## config.mk

```make
export PLATFORM = sky130hd
export DESIGN_NAME = imu_user_register_bank
export DESIGN_NICKNAME = d
export VERILOG_FILES = /design/src/imu_user_register_bank.v /design/src/spi_frame.v /design/src/nv_store.v
export VERILOG_INCLUDE_DIRS = /design/src
export SDC_FILE = /design/constraint.sdc
export NUM_CORES = 1
export LEC_CHECK = 0
export ABC_CLOCK_PERIOD_IN_PS = 11900
export BUFFER_PORTS_ARGS = -buffer_cell sky130_fd_sc_hd__buf_2
export CAP_MARGIN = 20
export CELL_PAD_IN_SITES_DETAIL_PLACEMENT = 0
export CELL_PAD_IN_SITES_GLOBAL_PLACEMENT = 1
export CORE_MARGIN = 4
export CORE_UTILIZATION = 48
export DETAILED_ROUTE_END_ITERATION = 7
export PLACE_DENSITY_LB_ADDON = 0.15
export SLEW_MARGIN = 25
export SYNTH_ARGS = -nofsm -noshare
export SYNTH_HDL_FRONTEND = slang
export SYNTH_SLANG_ARGS = --single-unit
```

## constraint.sdc

```tcl
create_clock -name clk_sys -period 11.9 [get_ports clk_sys]
set_clock_uncertainty 0.2 [all_clocks]
set_input_delay 1.19 -clock clk_sys [delete_from_list [all_inputs] [get_ports clk_sys]]
set_output_delay 1.19 -clock clk_sys [all_outputs]
set_load 0.01 [all_outputs]
```

## src/imu_regs_defs.vh

```
// register map, field positions and timing constants of the inertial sensor register bank
// assumes: included by its bare name from every design file of the bank
`ifndef IMU_REGS_DEFS_VH
`define IMU_REGS_DEFS_VH

// ----------------------------------------
// serial frame
// ----------------------------------------
`define FRAME_BITS 16
`define FRAME_LAST 5'h0F
`define RW_BIT 15

// ----------------------------------------
// register byte addresses (lower byte)
// ----------------------------------------
`define A_WRITE_COUNT 7'h00
`define A_RATE_X 7'h04
`define A_RATE_Y 7'h06
`define A_RATE_Z 7'h08
`define A_ACCEL_X 7'h0A
`define A_ACCEL_Y 7'h0C
`define A_ACCEL_Z 7'h0E
`define A_TEMP 7'h18
`define A_RATE_X_BIAS 7'h1A
`define A_RATE_Y_BIAS 7'h1C
`define A_RATE_Z_BIAS 7'h1E
`define A_ACCEL_X_BIAS 7'h20
`define A_ACCEL_Y_BIAS 7'h22
`define A_ACCEL_Z_BIAS 7'h24
`define A_AUX_CTRL 7'h32
`define A_MISC_CTRL 7'h34
`define A_SAMPLE_PERIOD 7'h36
`define A_RANGE_FILTER 7'h38
`define A_STATUS 7'h3C
`define A_COMMAND 7'h3E
`define A_ALARM1_THR 7'h40
`define A_ALARM2_THR 7'h42
`define A_ALARM1_SIZE 7'h44
`define A_ALARM2_SIZE 7'h46
`define A_ALARM_CTRL 7'h48
`define A_BATCH_LOW 7'h52
`define A_BATCH_HIGH 7'h54
`define A_PRODUCT 7'h56
`define A_UNIT_SEQ 7'h58

// ----------------------------------------
// backed-up configuration image: 14 slots of 16 bits, slot 0 in the low bits
// ----------------------------------------
`define NV_SLOTS 14
`define NV_BITS 224
`define SLOT_NONE 4'hF
`define NV_DEFAULTS {80'h0, 16'h0402, 16'h0001, 16'h0006, 96'h0}

// ----------------------------------------
// fields
// ----------------------------------------
`define CMD_BACKUP_BIT 3
`define SYNC_SEL_BIT 0
`define AUX_DIR_LSB 0
`define AUX_LVL_LSB 4
`define STAT_NV_BUSY_BIT 7
`define PIN_D 3

// ----------------------------------------
// timing
// ----------------------------------------
`define BACKUP_TIME_MS 75
`define CLK_FREQ_KHZ 100000
`define BACKUP_CYCLES_DEF (`BACKUP_TIME_MS * `CLK_FREQ_KHZ)

`endif

```

## src/imu_user_register_bank.v

```verilog
// user register bank of a six-axis inertial sensor, reached over a four-wire serial slave port
// assumes: sensor_data and status_in come from logic on clk_sys; pins are asynchronous
`timescale 1ns/1ps
`default_nettype none
`include "imu_regs_defs.vh"

module imu_user_register_bank #(
  parameter [15:0] BATCH_LOW_ID = 16'h0A11, // arbitrary value
  parameter [15:0] BATCH_HIGH_ID = 16'h0B22, // arbitrary value
  parameter [15:0] PRODUCT_ID = 16'h1234, // arbitrary value
  parameter [15:0] UNIT_SEQ_ID = 16'h0C33, // arbitrary value
  parameter integer BACKUP_CYCLES = `BACKUP_CYCLES_DEF // backup duration in clk_sys cycles
) (
  input wire clk_sys, // system clock, 100 MHz
  input wire rst, // synchronous reset, active high
  input wire power_on, // power-up reset of the store, active high
  input wire spi_sclk, // serial clock pin
  input wire spi_cs_n, // chip select pin, active low
  input wire spi_din, // serial data in pin
  output wire spi_dout, // serial data out pin
  input wire [111:0] sensor_data, // rate x,y,z, accel x,y,z, temperature, low word first
  input wire [15:0] status_in, // status flags from the sensing logic
  input wire aux_pin_a_in, // auxiliary pin a level
  output reg aux_pin_a_out, // auxiliary pin a drive value
  output reg aux_pin_a_oe, // auxiliary pin a drive enable
  input wire aux_pin_b_in, // auxiliary pin b level
  output reg aux_pin_b_out, // auxiliary pin b drive value
  output reg aux_pin_b_oe, // auxiliary pin b drive enable
  input wire aux_pin_c_in, // auxiliary pin c level
  output reg aux_pin_c_out, // auxiliary pin c drive value
  output reg aux_pin_c_oe, // auxiliary pin c drive enable
  input wire aux_pin_d_sync_input_in, // auxiliary pin d level or sync clock
  output reg aux_pin_d_sync_input_out, // auxiliary pin d drive value
  output reg aux_pin_d_sync_input_oe, // auxiliary pin d drive enable
  output reg sync_mode, // external sync clock selected
  output reg sample_strobe, // one-cycle pulse per sync clock rising edge
  output reg backup_busy, // nonvolatile backup in progress
  output reg [`NV_BITS-1:0] config_image // backed-up configuration, slot 0 low
);

  // ----------------------------------------
  // declarations
  // ----------------------------------------
  wire [15:0] rx_word;
  wire rx_valid;
  wire [`NV_BITS-1:0] nv_image;
  wire [15:0] write_count;
  wire nv_busy;
  reg [15:0] tx_word;
  reg [15:0] read_word;
  reg [15:0] aux_io_control;
  reg backup_start;
  reg [3:0] aux_s1;
  reg [3:0] aux_s2;
  reg pin_d_prev;
  reg [3:0] eff_dir;
  reg [3:0] aux_level;

  wire [6:0] addr = rx_word[14:8];
  wire [6:0] word_addr = {addr[6:1], 1'b0};
  wire upper = addr[0];
  wire [7:0] wbyte = rx_word[7:0];
  wire [3:0] slot = nv_slot(word_addr);
  wire [7:0] slot_base = {slot, 4'h0};
  wire [15:0] sample_period = config_image[7*16 +: 16];

  // ----------------------------------------
  // functions
  // ----------------------------------------
  function [3:0] nv_slot;
    input [6:0] a;
    begin
      case (a)
        `A_RATE_X_BIAS: nv_slot = 4'h0;
        `A_RATE_Y_BIAS: nv_slot = 4'h1;
        `A_RATE_Z_BIAS: nv_slot = 4'h2;
        `A_ACCEL_X_BIAS: nv_slot = 4'h3;
        `A_ACCEL_Y_BIAS: nv_slot = 4'h4;
        `A_ACCEL_Z_BIAS: nv_slot = 4'h5;
        `A_MISC_CTRL: nv_slot = 4'h6;
        `A_SAMPLE_PERIOD: nv_slot = 4'h7;
        `A_RANGE_FILTER: nv_slot = 4'h8;
        `A_ALARM1_THR: nv_slot = 4'h9;
        `A_ALARM2_THR: nv_slot = 4'hA;
        `A_ALARM1_SIZE: nv_slot = 4'hB;
        `A_ALARM2_SIZE: nv_slot = 4'hC;
        `A_ALARM_CTRL: nv_slot = 4'hD;
        default: nv_slot = `SLOT_NONE;
      endcase
    end
  endfunction

  // byte write into one half of a 16-bit register
  function [15:0] merge_byte;
    input [15:0] old;
    input hi;
    input [7:0] b;
    begin
      if (hi) begin
        merge_byte = {b, old[7:0]};
      end else begin
        merge_byte = {old[15:8], b};
      end
    end
  endfunction

  // ----------------------------------------
  // serial port and nonvolatile store
  // ----------------------------------------
  spi_frame u_spi (
    .clk_sys(clk_sys),
    .rst(rst),
    .sclk(spi_sclk),
    .cs_n(spi_cs_n),
    .din(spi_din),
    .tx_word(tx_word),
    .dout(spi_dout),
    .rx_word(rx_word),
    .rx_valid(rx_valid)
  );

  nv_store #(
    .BACKUP_CYCLES(BACKUP_CYCLES)
  ) u_nv (
    .clk_sys(clk_sys),
    .power_on(power_on),
    .backup_start(backup_start),
    .image_in(config_image),
    .image_out(nv_image),
    .write_count(write_count),
    .busy(nv_busy)
  );

  // ----------------------------------------
  // auxiliary pins
  // ----------------------------------------
  always @* begin
    eff_dir = aux_io_control[`AUX_DIR_LSB +: 4];
    // in sync mode pin d is an input whatever the direction bit says
    if (sync_mode) begin
      eff_dir[`PIN_D] = 1'b0;
    end
    aux_level = (aux_io_control[`AUX_LVL_LSB +: 4] & eff_dir) | (aux_s2 & ~eff_dir);
  end

  always @(posedge clk_sys) begin
    if (rst) begin
      aux_s1 <= 4'h0;
      aux_s2 <= 4'h0;
      pin_d_prev <= 1'b0;
      sync_mode <= 1'b0;
      sample_strobe <= 1'b0;
      backup_busy <= 1'b0;
      {aux_pin_a_oe, aux_pin_b_oe, aux_pin_c_oe, aux_pin_d_sync_input_oe} <= 4'h0;
      {aux_pin_a_out, aux_pin_b_out, aux_pin_c_out, aux_pin_d_sync_input_out} <= 4'h0;
    end else begin
      aux_s1 <= {aux_pin_d_sync_input_in, aux_pin_c_in, aux_pin_b_in, aux_pin_a_in};
      aux_s2 <= aux_s1;
      pin_d_prev <= aux_s2[`PIN_D];
      sync_mode <= ~sample_period[`SYNC_SEL_BIT];
      sample_strobe <= sync_mode & aux_s2[`PIN_D] & ~pin_d_prev;
      backup_busy <= nv_busy;
      aux_pin_a_oe <= eff_dir[0];
      aux_pin_b_oe <= eff_dir[1];
      aux_pin_c_oe <= eff_dir[2];
      aux_pin_d_sync_input_oe <= eff_dir[`PIN_D];
      aux_pin_a_out <= aux_io_control[`AUX_LVL_LSB] & eff_dir[0];
      aux_pin_b_out <= aux_io_control[`AUX_LVL_LSB + 1] & eff_dir[1];
      aux_pin_c_out <= aux_io_control[`AUX_LVL_LSB + 2] & eff_dir[2];
      aux_pin_d_sync_input_out <= aux_io_control[`AUX_LVL_LSB + 3] & eff_dir[`PIN_D];
    end
  end

  // ----------------------------------------
  // read decode
  // ----------------------------------------
  always @* begin
    case (word_addr)
      `A_WRITE_COUNT: read_word = write_count;
      `A_RATE_X: read_word = sensor_data[0 +: 16];
      `A_RATE_Y: read_word = sensor_data[16 +: 16];
      `A_RATE_Z: read_word = sensor_data[32 +: 16];
      `A_ACCEL_X: read_word = sensor_data[48 +: 16];
      `A_ACCEL_Y: read_word = sensor_data[64 +: 16];
      `A_ACCEL_Z: read_word = sensor_data[80 +: 16];
      `A_TEMP: read_word = sensor_data[96 +: 16];
      `A_AUX_CTRL: read_word = {aux_io_control[15:8], aux_level, aux_io_control[3:0]};
      `A_STATUS: begin
        read_word = status_in;
        read_word[`STAT_NV_BUSY_BIT] = status_in[`STAT_NV_BUSY_BIT] | nv_busy;
      end
      `A_BATCH_LOW: read_word = BATCH_LOW_ID;
      `A_BATCH_HIGH: read_word = BATCH_HIGH_ID;
      `A_PRODUCT: read_word = PRODUCT_ID;
      `A_UNIT_SEQ: read_word = UNIT_SEQ_ID;
      default: begin
        // backed-up slots, else reserved or write-only reads as zero
        if (slot != `SLOT_NONE) begin
          read_word = config_image[slot_base +: 16];
        end else begin
          read_word = 16'h0000;
        end
      end
    endcase
  end

  // ----------------------------------------
  // frame handling and register writes
  // ----------------------------------------
  always @(posedge clk_sys) begin
    if (rst) begin
      // reload from the store; while the store itself is being cleared use defaults directly
      if (power_on) begin
        config_image <= `NV_DEFAULTS;
      end else begin
        config_image <= nv_image;
      end
      aux_io_control <= 16'h0000;
      tx_word <= 16'h0000;
      backup_start <= 1'b0;
    end else begin
      backup_start <= 1'b0;
      if (rx_valid) begin
        if (rx_word[`RW_BIT]) begin
          // answer to a write frame is not defined; send zero
          tx_word <= 16'h0000;
          if (slot != `SLOT_NONE) begin
            config_image[slot_base +: 16] <= merge_byte(config_image[slot_base +: 16], upper, wbyte);
          end else if (word_addr == `A_AUX_CTRL) begin
            aux_io_control <= merge_byte(aux_io_control, upper, wbyte);
          end else if (word_addr == `A_COMMAND && !upper && wbyte[`CMD_BACKUP_BIT] && !nv_busy) begin
            backup_start <= 1'b1;
          end
          // every other address falls through untouched
        end else begin
          tx_word <= read_word;
        end
      end
    end
  end

endmodule // imu_user_register_bank
`default_nettype wire

```

## src/spi_frame.v

```verilog
// serial slave shifter: 16-bit frames, clock idle high, most significant bit first
// assumes: pins are asynchronous to clk_sys; serial clock well below a quarter of clk_sys
`timescale 1ns/1ps
`default_nettype none
`include "imu_regs_defs.vh"

module spi_frame (
  input wire clk_sys, // system clock
  input wire rst, // synchronous reset, active high
  input wire sclk, // serial clock pin
  input wire cs_n, // chip select pin, active low
  input wire din, // serial data in pin
  input wire [15:0] tx_word, // word shifted out in the next frame
  output reg dout, // serial data out
  output reg [15:0] rx_word, // last received frame
  output reg rx_valid // one-cycle pulse per received frame
);

  reg [2:0] sclk_s;
  reg [1:0] cs_s;
  reg [1:0] din_s;
  reg [14:0] sh_out;
  reg [14:0] sh_in;
  reg [4:0] cnt;
  wire rise = sclk_s[1] & ~sclk_s[2];
  wire fall = ~sclk_s[1] & sclk_s[2];

  // ----------------------------------------
  // synchronisers and shifting
  // ----------------------------------------
  always @(posedge clk_sys) begin
    if (rst) begin
      sclk_s <= 3'h7;
      cs_s <= 2'h3;
      din_s <= 2'h0;
      sh_out <= 15'h0000;
      sh_in <= 15'h0000;
      cnt <= 5'h00;
      dout <= 1'b0;
      rx_word <= 16'h0000;
      rx_valid <= 1'b0;
    end else begin
      sclk_s <= {sclk_s[1:0], sclk};
      cs_s <= {cs_s[0], cs_n};
      din_s <= {din_s[0], din};
      rx_valid <= 1'b0;
      if (cs_s[1]) begin
        cnt <= 5'h00;
      end else begin
        if (fall) begin
          // reloading on the first fall also covers frames that follow without a chip select gap
          if (cnt == 5'h00) begin
            dout <= tx_word[15];
            sh_out <= tx_word[14:0];
          end else begin
            dout <= sh_out[14];
            sh_out <= {sh_out[13:0], 1'b0};
          end
        end
        if (rise) begin
          sh_in <= {sh_in[13:0], din_s[1]};
          if (cnt == `FRAME_LAST) begin
            rx_word <= {sh_in, din_s[1]};
            rx_valid <= 1'b1;
            cnt <= 5'h00;
          end else begin
            cnt <= cnt + 5'h01;
          end
        end
      end
    end
  end

endmodule // spi_frame
`default_nettype wire

```

## src/nv_store.v

```verilog
// nonvolatile mirror of the configuration image and its write counter
// assumes: power_on is asserted once at power-up; rst of the bank does not touch this store
`timescale 1ns/1ps
`default_nettype none
`include "imu_regs_defs.vh"

module nv_store #(
  parameter integer BACKUP_CYCLES = `BACKUP_CYCLES_DEF
) (
  input wire clk_sys, // system clock
  input wire power_on, // power-up clear, active high
  input wire backup_start, // one-cycle request to copy image_in
  input wire [`NV_BITS-1:0] image_in, // volatile configuration
  output reg [`NV_BITS-1:0] image_out, // stored configuration
  output reg [15:0] write_count, // completed backups
  output reg busy // backup in progress
);

  // the cut to the timer width is deliberate
  localparam integer LOAD_FULL = BACKUP_CYCLES - 1;
  localparam [23:0] LOAD = LOAD_FULL[23:0];
  reg [23:0] timer;

  always @(posedge clk_sys) begin
    if (power_on) begin
      image_out <= `NV_DEFAULTS;
      write_count <= 16'h0000;
      busy <= 1'b0;
      timer <= 24'h000000;
    end else if (backup_start && !busy) begin
      image_out <= image_in;
      busy <= 1'b1;
      timer <= LOAD;
    end else if (busy) begin
      if (timer == 24'h000000) begin
        busy <= 1'b0;
        write_count <= write_count + 16'h0001;
      end else begin
        timer <= timer - 24'h000001;
      end
    end
  end

endmodule // nv_store
`default_nettype wire

```

# Word-level counts from Yosys, hierarchy flattened

Cells that the tools add are included.

Register bits: 602
Word-level logic and storage cells: 149

Add/subtract/negate cells: 4
Equal/unequal tests: 31
Shifts and indexed selects: 3
Multiplexer cells: 27
Bitwise operators: 25
Reductions and logical operators: 26

Operator list:

| kind                                                     | count |
|---|---|
| two-way mux 224 bit                                      | 5 |
| bitwise mux 224 bit                                      | 1 |
| case mux 16 bit (14 select lines)                        | 1 |
| variable shift 16 x 10 -> 224 bit (first input constant) | 1 |
| variable part select 16 x 10 -> 224 bit                  | 1 |
| variable part select 224 x 9 -> 16 bit                   | 1 |
| two-way mux 16 bit                                       | 7 |
| two-way mux 23 bit                                       | 3 |
| case mux 4 bit (14 select lines)                         | 1 |
| equality test 6 x 5 -> 1 bit (second input constant)     | 9 |
| equality test 6 bit (second input constant)              | 9 |
| equality test 6 x 3 -> 1 bit (second input constant)     | 4 |
| equality test 6 x 4 -> 1 bit (second input constant)     | 4 |
| logical NOT 24 bit                                       | 1 |
| subtractor 24 x 1 -> 24 bit (second input constant)      | 1 |
| adder 16 x 1 -> 16 bit (second input constant)           | 1 |
| two-way mux 15 bit                                       | 1 |
| equality test 6 x 2 -> 1 bit (second input constant)     | 2 |
| inverter 1 bit                                           | 12 |
| negation 8 -> 10 bit                                     | 1 |
| AND reduction 5 bit                                      | 2 |
| AND reduction 3 bit                                      | 3 |
| bitwise AND 1 bit                                        | 8 |
| bitwise AND 4 bit                                        | 2 |
| 18 further kinds                                         | 35 |

# Logic depth before layout (Yosys ltp)

Gate-level depths: netlist of run 1.

Depth in word-level cells: 14
Mapped depth: 17
Depth with buffers taken out: 12

# Modules after synthesis

A second synthesis of run 1 with hierarchy kept.

Cells, all modules: 3045
Area total of the unflattened synthesis: 27553.9 µm²

By module, submodules not included:

| module                 | instances | cells an instance | area each (µm²) | seq. area each (µm²) |
|---|---|---|---|---|
| imu_user_register_bank | 1         | 1557              | 15452.3         | 7787.5 |
| nv_store               | 1         | 1215              | 9654.3          | 5305.1 |
| spi_frame              | 1         | 273               | 2447.3          | 1201.2 |

# Least setup slack after synthesis of run 1

No wires, ideal clock.

Path type: register to register
Start: register u_spi.rx_word[13]
End: register config_image[100], enable pin
Library setup time: 367 ps
Arrival: 3201 ps
Path slack: 8132 ps
Cell stages (with the launch flop): 15
Path through: dfxtp_1 buf_4 and3b_1 o211ai_2 and3_1 buf_6 inv_4 buf_6 buf_6 ha_1 and3b_1 buf_2 or3_4 nor3_1 a21o_1

Longest elaborated chain between the ends: 5

RTL lines:

| element                                     | line                         | source |
|---|---|---|
| from (decl)                                 | spi_frame.v:15               | `output reg [15:0] rx_word,` |
| from (signal assigned)                      | spi_frame.v:63               | `rx_word <= {sh_in, din_s[1]};` |
| equality test 6 bit (tied with other cells) | imu_user_register_bank.v:73  | `case (a)` |
| case mux 4 bit (14 select lines) (*)        | imu_user_register_bank.v:73  |  |
| inequality test 4 bit (no source line) (*)  | --                           |  |
| nonzero test 2 bit (no source line) (*)     | --                           |  |
| AND reduction 3 bit (no source line) (*)    | --                           |  |
| to (signal assigned)                        | imu_user_register_bank.v:214 | `` config_image <= `NV_DEFAULTS; `` |
| to (signal assigned)                        | imu_user_register_bank.v:216 | `config_image <= nv_image;` |
| to (signal, indexed assignment)             | imu_user_register_bank.v:228 | `config_image[slot_base +: 16] <= merge_byte(config_image[slot_base +: 16], upper, wbyte);` |
| to (decl)                                   | imu_user_register_bank.v:38  | `` output reg [`NV_BITS-1:0] config_image `` |

Every way passes the cells marked *; elsewhere a longest branch is shown, timed or not.
A chain may end at the register's enable or synchronous reset.

# Final worst setup path of run 1

Start: register u_spi.rx_word[13]
End: register config_image[20] (data pin)

Longest elaborated chain between the ends: 14

RTL lines:

| element                                     | line                         | source |
|---|---|---|
| equality test 6 bit (tied with other cells) | imu_user_register_bank.v:73  |  |
| case mux 4 bit (14 select lines) (*)        | imu_user_register_bank.v:73  |  |
| variable part select 224 x 9 -> 16 bit      | imu_user_register_bank.v:228 |  |
| two-way mux 16 bit                          | imu_user_register_bank.v:99  | `if (hi) begin` |
| two-way mux 16 bit                          | imu_user_register_bank.v:227 | `` if (slot != `SLOT_NONE) begin `` |
| two-way mux 16 bit                          | imu_user_register_bank.v:224 | `` if (rx_word[`RW_BIT]) begin `` |
| two-way mux 16 bit                          | imu_user_register_bank.v:223 | `if (rx_valid) begin` |
| two-way mux 16 bit                          | imu_user_register_bank.v:211 | `if (rst) begin` |
| variable part select 16 x 10 -> 224 bit     | imu_user_register_bank.v:228 |  |
| bitwise mux 224 bit (*)                     | imu_user_register_bank.v:228 |  |
| two-way mux 224 bit (*)                     | imu_user_register_bank.v:227 |  |
| two-way mux 224 bit (*)                     | imu_user_register_bank.v:224 |  |
| two-way mux 224 bit (*)                     | imu_user_register_bank.v:223 |  |
| two-way mux 224 bit (*)                     | imu_user_register_bank.v:211 |  |

Every way passes the cells marked *; elsewhere a longest branch is shown, timed or not. The select of a mux whose other input is x is not followed.

==> metrics.md, run 1 <==
| Metric | Value |
|---|---|
| Clock root cell | clkbuf_16 |
| Die area | around 0.061 mm² |
| First-pass GRT wire length | ~160 mm |
| Placeable Area | 0.0563 mm² |
| Crit-path cells | buf_4, and3b_1, o211ai_2, and3_4, buf_4, ha_1, nand2_1, or3_4, nor2_1, nand2_1, o221ai_1 |
| Synthesis Warnings | 0 |
| GRT Total Usage | 35.6% |
| Slowest CP cell | nor2_1 |
| Leak | 11.7 nW |
| Post-place setup slack | 7010 ps |
| Worst slew pin tran | 1180 ps |
| Clock Sink Count | roughly 600 |
| Post-route ant nets | 0 |
| Netlist cell types | 95 |
| Synthesized net count | 3098 |
| Drt total wl | ~110 mm |
| Nets | approximately 3400 |
| Fillers | between 5000 and 6000 |
| RSZ-0062 raised after global routing | false |
| Slew headroom | 21.2% |
| I/O Buffers | between 300 and 400 |
| Number of clock buffers inserted by TritonCTS | 67 |
| Largest net degree at the start of global routing | about 220 |
| Starting Density | 48.4% |
| 1st-pass router iterations | 7 |
| Vert. Die Dim | 246 µm |
| Worst Hold Class | reg -> reg |
| Rows | 87 |
| Initial detailed-routing violation count | 3216 |
| IR Drop Worst-Case VDD | 0.0968 mV |
| Setup Crit Path Kind | reg -> reg |
| Pwr/cell area | 141 mW/mm² |
| Prevailing post-synth register cell | dfxtp_1 |
| Final GP Congestion | 0.947 |
| Synth top area cells | dfxtp_1 28%, edfxtp_1 25%, nand2_1 11% |
| HPWL after DPL | 76.6 mm |
| Total grt overflow | 0 |
| Post-synthesis sequential element count | 602 |
| Clk buf depth | 3 |
| Status | finished clean |
| Endpoints failing setup | 0 |
| CTS tree | done |
| Most instantiated cells after synthesis | 793 x nand2_1, 378 x dfxtp_1, 310 x a21oi_1 |
| Clock slew at reported path FFs | 60 ps |
| Post-synth ARST share | 0% |
| Synth area leader | dfxtp_1 |
| Post-route setup slack | 6840 ps |
| Post-CTS Setup Inserts | 0 |
| Period utilization | 42.6% |
| Post-CTS resize count | 0 |
| Max cap viols | 0 |
| Area post-placement | approximately 0.029 mm² |
| Final instance area | between 0.03 and 0.04 mm² |
| Synthesized cell area | 0.0272 mm² |
| CP bufs+invs | 2 |
| Final Slew Violations | 0 |
| Initial antenna violation count | 4 |
| Clock latency on the worst-skew pair | 620 ps |
| DRC | 0 |
| I/O Pins | about 370 |
| Area delta synth->final | 16.8% |
| Endpoints failing hold | 0 |
| Yosys top cell area share | 27.8% |
| Worst Path Arrival | 5280 ps |
| Synthesized instance count | 2952 |
| Avg Inst Size Synth | between 9 and 10 µm² |
| CP Max Fanout | 41 |
| Vias in the first global route | 23850 |
| CP peak stage delay | 800 ps |
| CP endpoint kind | flop |
| TNS Setup | 0 ps |
| Number of flops mapped to enable cells by yosys | 224 |
| Fin cells | 4020 |
| Routed len/inst | 28.0 µm |
| Startpoint class of the critical path | flop |
| Via density | around 6.3 |
| Fmax | 0.197 GHz |
| Crit path required time | 12120 ps |
| Via count | 25410 |
| H-tree depth | 3 |
| Crit path max-delay family | simple AND/OR/NAND/NOR gates |
| Cell with the most instances after synthesis | nand2_1 |
| Share of layout cells above drive strength 1 | 18.4% |
| Chip width | 246 µm |
| Sequential element share of the synthesized area | 52.5% |
| Tmin final | 5070 ps |
| Cts hold-fix bufs | 0 |
| Post-Place Cells | ~3900 |
cells in the final DEF, fill, tap and decap left out, types with 10 or more instances in the layout:
cell type	n
clkbuf_8	13
a211oi_1	25
clkbuf_1	20
a22o_1	89
a22oi_1	60
o221ai_1	81
nor2_1	109
clkbuf_16	71
and3_1	13
and2_1	12
nand2_1	787
xnor2_1	18
a21oi_1	309
inv_1	18
nor2b_1	25
a221oi_1	29
nand2b_1	15
nand3b_1	10
o21ai_0	107
edfxtp_1	224
dfxtp_1	377
buf_2	371
a222oi_1	22
xor2_1	22
or2_2	12
nand3_1	45
nor3_1	24
buf_4	43
mux2i_1	64
a21o_1	14
state kept, by name, indices dropped and copies added, names as in the netlist, 2 cells and up:
name              cells
u_nv.write_count     16
u_nv.image_out      224
u_spi.sh_in          15
aux_s2                4
aux_io_control       16
tx_word              16
u_spi.rx_word        16
u_spi.cnt             5
config_image        224
u_spi.cs_s            2
u_spi.sh_out         15
u_nv.timer           24
u_spi.sclk_s          3
u_spi.din_s           2
aux_s1                4
routing by layer:
layer | track usage (%) | up-vias | share of wire, %
li1 | - | 11166 | -
met1 | 45.3 | 12321 | 38
met2 | 58.0 | 1584 | 46
met3 | 6.81 | 339 | 9.3
met4 | 18.4 | 0 | 6.1
met5 | 0 | - | 0
worst register-to-register path: cells and delay by family (launching register included):
kind / cells / cell delay [ps]
buffers and inverters: 2 / 990
and+or+nand+nor: 6 / 2540
DFF: 1 / 300
adders and majority gates: 1 / 400
AOI/OAI and AO/OA: 2 / 460
power by group:
group,internal [mW],switching [mW]
Combinational,0.0458,0.0998
Sequential,2.16,0.0458
Clock,1.26,0.868
final timing paths:
check                                      start                    endpoint  slack [ps]  cells past startpoint
setup / recovery  u_spi.rx_word[13]$_SDFFE_PP0P_  config_image[20]$_DFFE_PP_        6840                     11
hold / removal        u_spi.sclk_s[0]$_SDFF_PP1_  u_spi.sclk_s[1]$_SDFF_PP1_         230                      1
setup reg to reg  u_spi.rx_word[13]$_SDFFE_PP0P_  config_image[20]$_DFFE_PP_        6840                     11
hold reg to reg       u_spi.sclk_s[0]$_SDFF_PP1_  u_spi.sclk_s[1]$_SDFF_PP1_         230                      1
per-stage QoR:
step | total power [mW] | hold slack, ps | utilization (%)
3_3_place_gp | 2.39 | 210 | 52.3
5_1_grt | 4.59 | 245 | 56.5
6_report | 4.49 | 227 | 56.5
4_1_cts | 4.50 | 226 | 56.4
2_1_floorplan | 2.29 | 189 | -
3_5_place_dp | 2.40 | 209 | 52.4
area by class of cell:
| class | count | area, µm² | area share (%) |
|---|---|---|---|
| Clock buffer | 103 | 2020 | 6.34 |
| Multi-Input combinational cell | 2097 | 11900 | 37.5 |
| Clock inverter | 21 | 253 | 0.794 |
| Sequential cell | 602 | 14300 | 44.9 |
| Timing Repair Buffer | 420 | 2280 | 7.18 |
| Inverter | 20 | 77.6 | 0.244 |
| Tap cell | 756 | 946 | 2.97 |
| Antenna cell | 1 | 2.50 | 0.00787 |
cells by family after synthesis:
kind of cell | count (synthesis) | share of synthesized area (%)
adders and majority gates | 8 | 0.367
and+or+nand+nor | 1144 | 18.4
AOI/OAI and AO/OA | 831 | 20.5
xor gates and xnor gates | 40 | 1.29
muxes | 74 | 2.78
buffers and inverters | 253 | 4.21
DFF | 602 | 52.5
Note: power is estimated with default switching activity, not from simulation.
==> run 2: changes to the inputs <==
ABC_CLOCK_PERIOD_IN_PS = 4730   (was 11900)
CORE_UTILIZATION = 44   (was 48)
clock period = 4.73 ns   (was 11.9 ns; I/O delays follow)
==> metrics.md, run 2 (synthesized netlist as in run 1, its figures left out) <==
| Metric | Value |
|---|---|
| Status | finished clean |
| First-pass GRT wire length | approximately 170 mm |
| Slew headroom | between 30 and 40% |
| Fin cells | around 4100 |
| Die area | 0.0660 mm² |
| CP Capture Point | config_image[80]$_DFFE_PP_ |
| CTS tree | done |
| Post-Place Cells | approximately 4000 |
| Clock latency on the worst-skew pair | around 600 ps |
| H-tree depth | 3 |
| Share of layout cells above drive strength 1 | between 10% and 20% |
| 1st-pass router iterations | 6 |
| Vias in the first global route | 24350 |
| Startpoint class of the critical path | flop |
| Reg-to-reg setup timing slack | slightly above 300 ps |
| Critical path startpoint | u_spi.rx_word[13]$_SDFFE_PP0P_ |
| Fillers | 5602 |
| Post-route setup slack | 307 ps |
| Vert. Die Dim | 257 µm |
| Most frequent cells in the layout | 792 x nand2_1, 377 x dfxtp_1, 371 x buf_2, 309 x a21oi_1, 224 x edfxtp_1 |
| Final Slew Violations | 0 |
| Tmin final | approximately 4400 ps |
| Routed len/inst | between 20 and 30 µm |
| Post-place setup slack | 322 ps |
| GRT Total Usage | 34.1% |
| Area delta synth->final | 18.5% |
| Chip width | 257 µm |
| CP bufs+invs | 3 |
| Fmax | 0.226 GHz |
| Endpoints failing setup | 0 |
| Final GP Congestion | 1.02 |
| Largest net degree at the start of global routing | 202 |
| I/O Buffers | between 300 and 400 |
| Placeable Area | approximately 0.061 mm² |
| Starting Density | 44.8% |
| Crit-path most repeated cell | buf_4 |
| RSZ-0062 raised after global routing | false |
| Number of clock buffers inserted by TritonCTS | 68 |
| IR Drop Worst-Case VDD | 0.249 mV |
| Slowest CP cell | dfxtp_1 |
| Leak | around 12 nW |
| Nets | about 3400 |
| Clock root cell | clkbuf_16 |
| Crit path required time | 4940 ps |
| Rows | 90 |
| Setup Crit Path Kind | reg -> reg |
| Pwr/cell area | approximately 340 mW/mm² |
| CP peak stage delay | slightly above 800 ps |
| DRC | 0 |
| I/O Pins | approximately 370 |
| Period utilization | a little over 90% |
| Max cap viols | 0 |
| Clock Sink Count | roughly 600 |
| Crit path max-delay family | simple AND/OR/NAND/NOR gates |
| Worst Hold Class | in -> reg |
| Clk buf depth | 3 |
| R2R Path End | config_image[80]$_DFFE_PP_ |
| Endpoints failing hold | 0 |
| Stages on the worst setup path | 10 |
| Drt total wl | between 100 and 150 mm |
| Worst Path Arrival | 4640 ps |
| TNS Setup | 0 ps |
| HPWL after DPL | 82.1 mm |
| Via count | 25668 |
| Crit-path cells | buf_4, nor2b_1, nand3_1, nand3_1, buf_4, and3b_1, buf_4, nor3_1, nand2_1, o221ai_1 |
| Regs by FF count | config_image (224), u_nv.image_out (224), u_nv.timer (24) |
| R2R cell count | 10 |
| CP endpoint kind | flop |
| Post-route ant nets | 0 |
| Via density | just over 6 |
| CP Max Fanout | 22 |
| Post-CTS resize count | 0 |
| Reg2reg start | u_spi.rx_word[13]$_SDFFE_PP0P_ |
| Total grt overflow | 0 |
| Initial antenna violation count | 3 |
| Worst slew pin tran | 993 ps |
| Initial detailed-routing violation count | 3689 |
| Clock slew at reported path FFs | 60 ps |
| Commonest non-fill, non-tap cell in the layout | nand2_1 |
-- run 2: cell types whose count changed in the layout (fill, tap and decap cells not counted), moves of 4 or more --
cell / change
clkinv_2: +11
nand2_2: -5
clkbuf_8: -4
dlygate4sd3_1: +7
buf_4: +60
nand2_1: +5
buf_12: +8
-- run 2: layout make-up --
class	count	area (µm²)	share of cell area, %
Antenna cell	2	5.00	0.0155
Clock buffer	96	1910	5.91
Clock inverter	26	189	0.585
Inverter	20	77.6	0.240
Multi-Input combinational cell	2097	11900	36.9
Sequential cell	602	14300	44.3
Tap cell	782	978	3.03
Timing Repair Buffer	492	2920	9.05
-- run 2: what timing repair did --
| item | in CTS | in global routing |
|---|---|---|
| setup endpoints to repair | 0 | 0 |
| buffers inserted | 0 | 0 |
| hold buffers | 7 | 0 |
| hold endpoints to repair | 7 | 0 |
-- run 2: tightest hold or removal path: stages --
cell and delay [ps]:
buf_2 80, a222oi_1 50, nand2_1 70, o21a_1 120
-- run 2: worst min path at each step --
stage / slack (ps) / end / cells past startpoint / startpoint
global route: 40 / tx_word[6]$_SDFFE_PP0P_ / 4 / sensor_data[54]
global placement: 200 / u_spi.sclk_s[1]$_SDFF_PP1_ / 1 / u_spi.sclk_s[0]$_SDFF_PP1_
finish: 40 / tx_word[6]$_SDFFE_PP0P_ / 4 / sensor_data[54]
floorplan: 190 / u_spi.cs_s[1]$_SDFF_PP1_ / 1 / u_spi.cs_s[0]$_SDFF_PP1_
detailed placement: 210 / u_spi.sclk_s[1]$_SDFF_PP1_ / 1 / u_spi.sclk_s[0]$_SDFF_PP1_
CTS: 20 / tx_word[6]$_SDFFE_PP0P_ / 4 / sensor_data[54]
-- run 2: power breakdown --
group | internal, mW | switching, mW | total, mW
Sequential | 5.44 | 0.114 | 5.56
Clock | 2.92 | 2.16 | 5.09
Combinational | 0.127 | 0.265 | 0.392
Total | 8.49 | 2.54 | 11.0
-- run 2: per-layer routing --
| layer | up-vias | routed length [µm] | track usage (%) |
|---|---|---|---|
| met2 | 1548 | 53200 | 54.3 |
| met5 | - | 13 | 0 |
| met1 | 12542 | 46400 | 45.6 |
| met4 | 2 | 6010 | 14.6 |
| met3 | 274 | 11300 | 6.54 |
| li1 | 11302 | - | - |
-- run 2: metrics by stage --
stage	hold slack, ps	cell area (µm²)	utilization (%)	power [mW]
finish	35.3	32300	53.1	11.0
global route	38.5	32300	53.1	11.3
CTS	16.4	32200	53.0	11.1
detailed placement	206	30100	49.5	6.05
global placement	201	30100	49.4	6.05
floorplan	189	27200	-	5.76
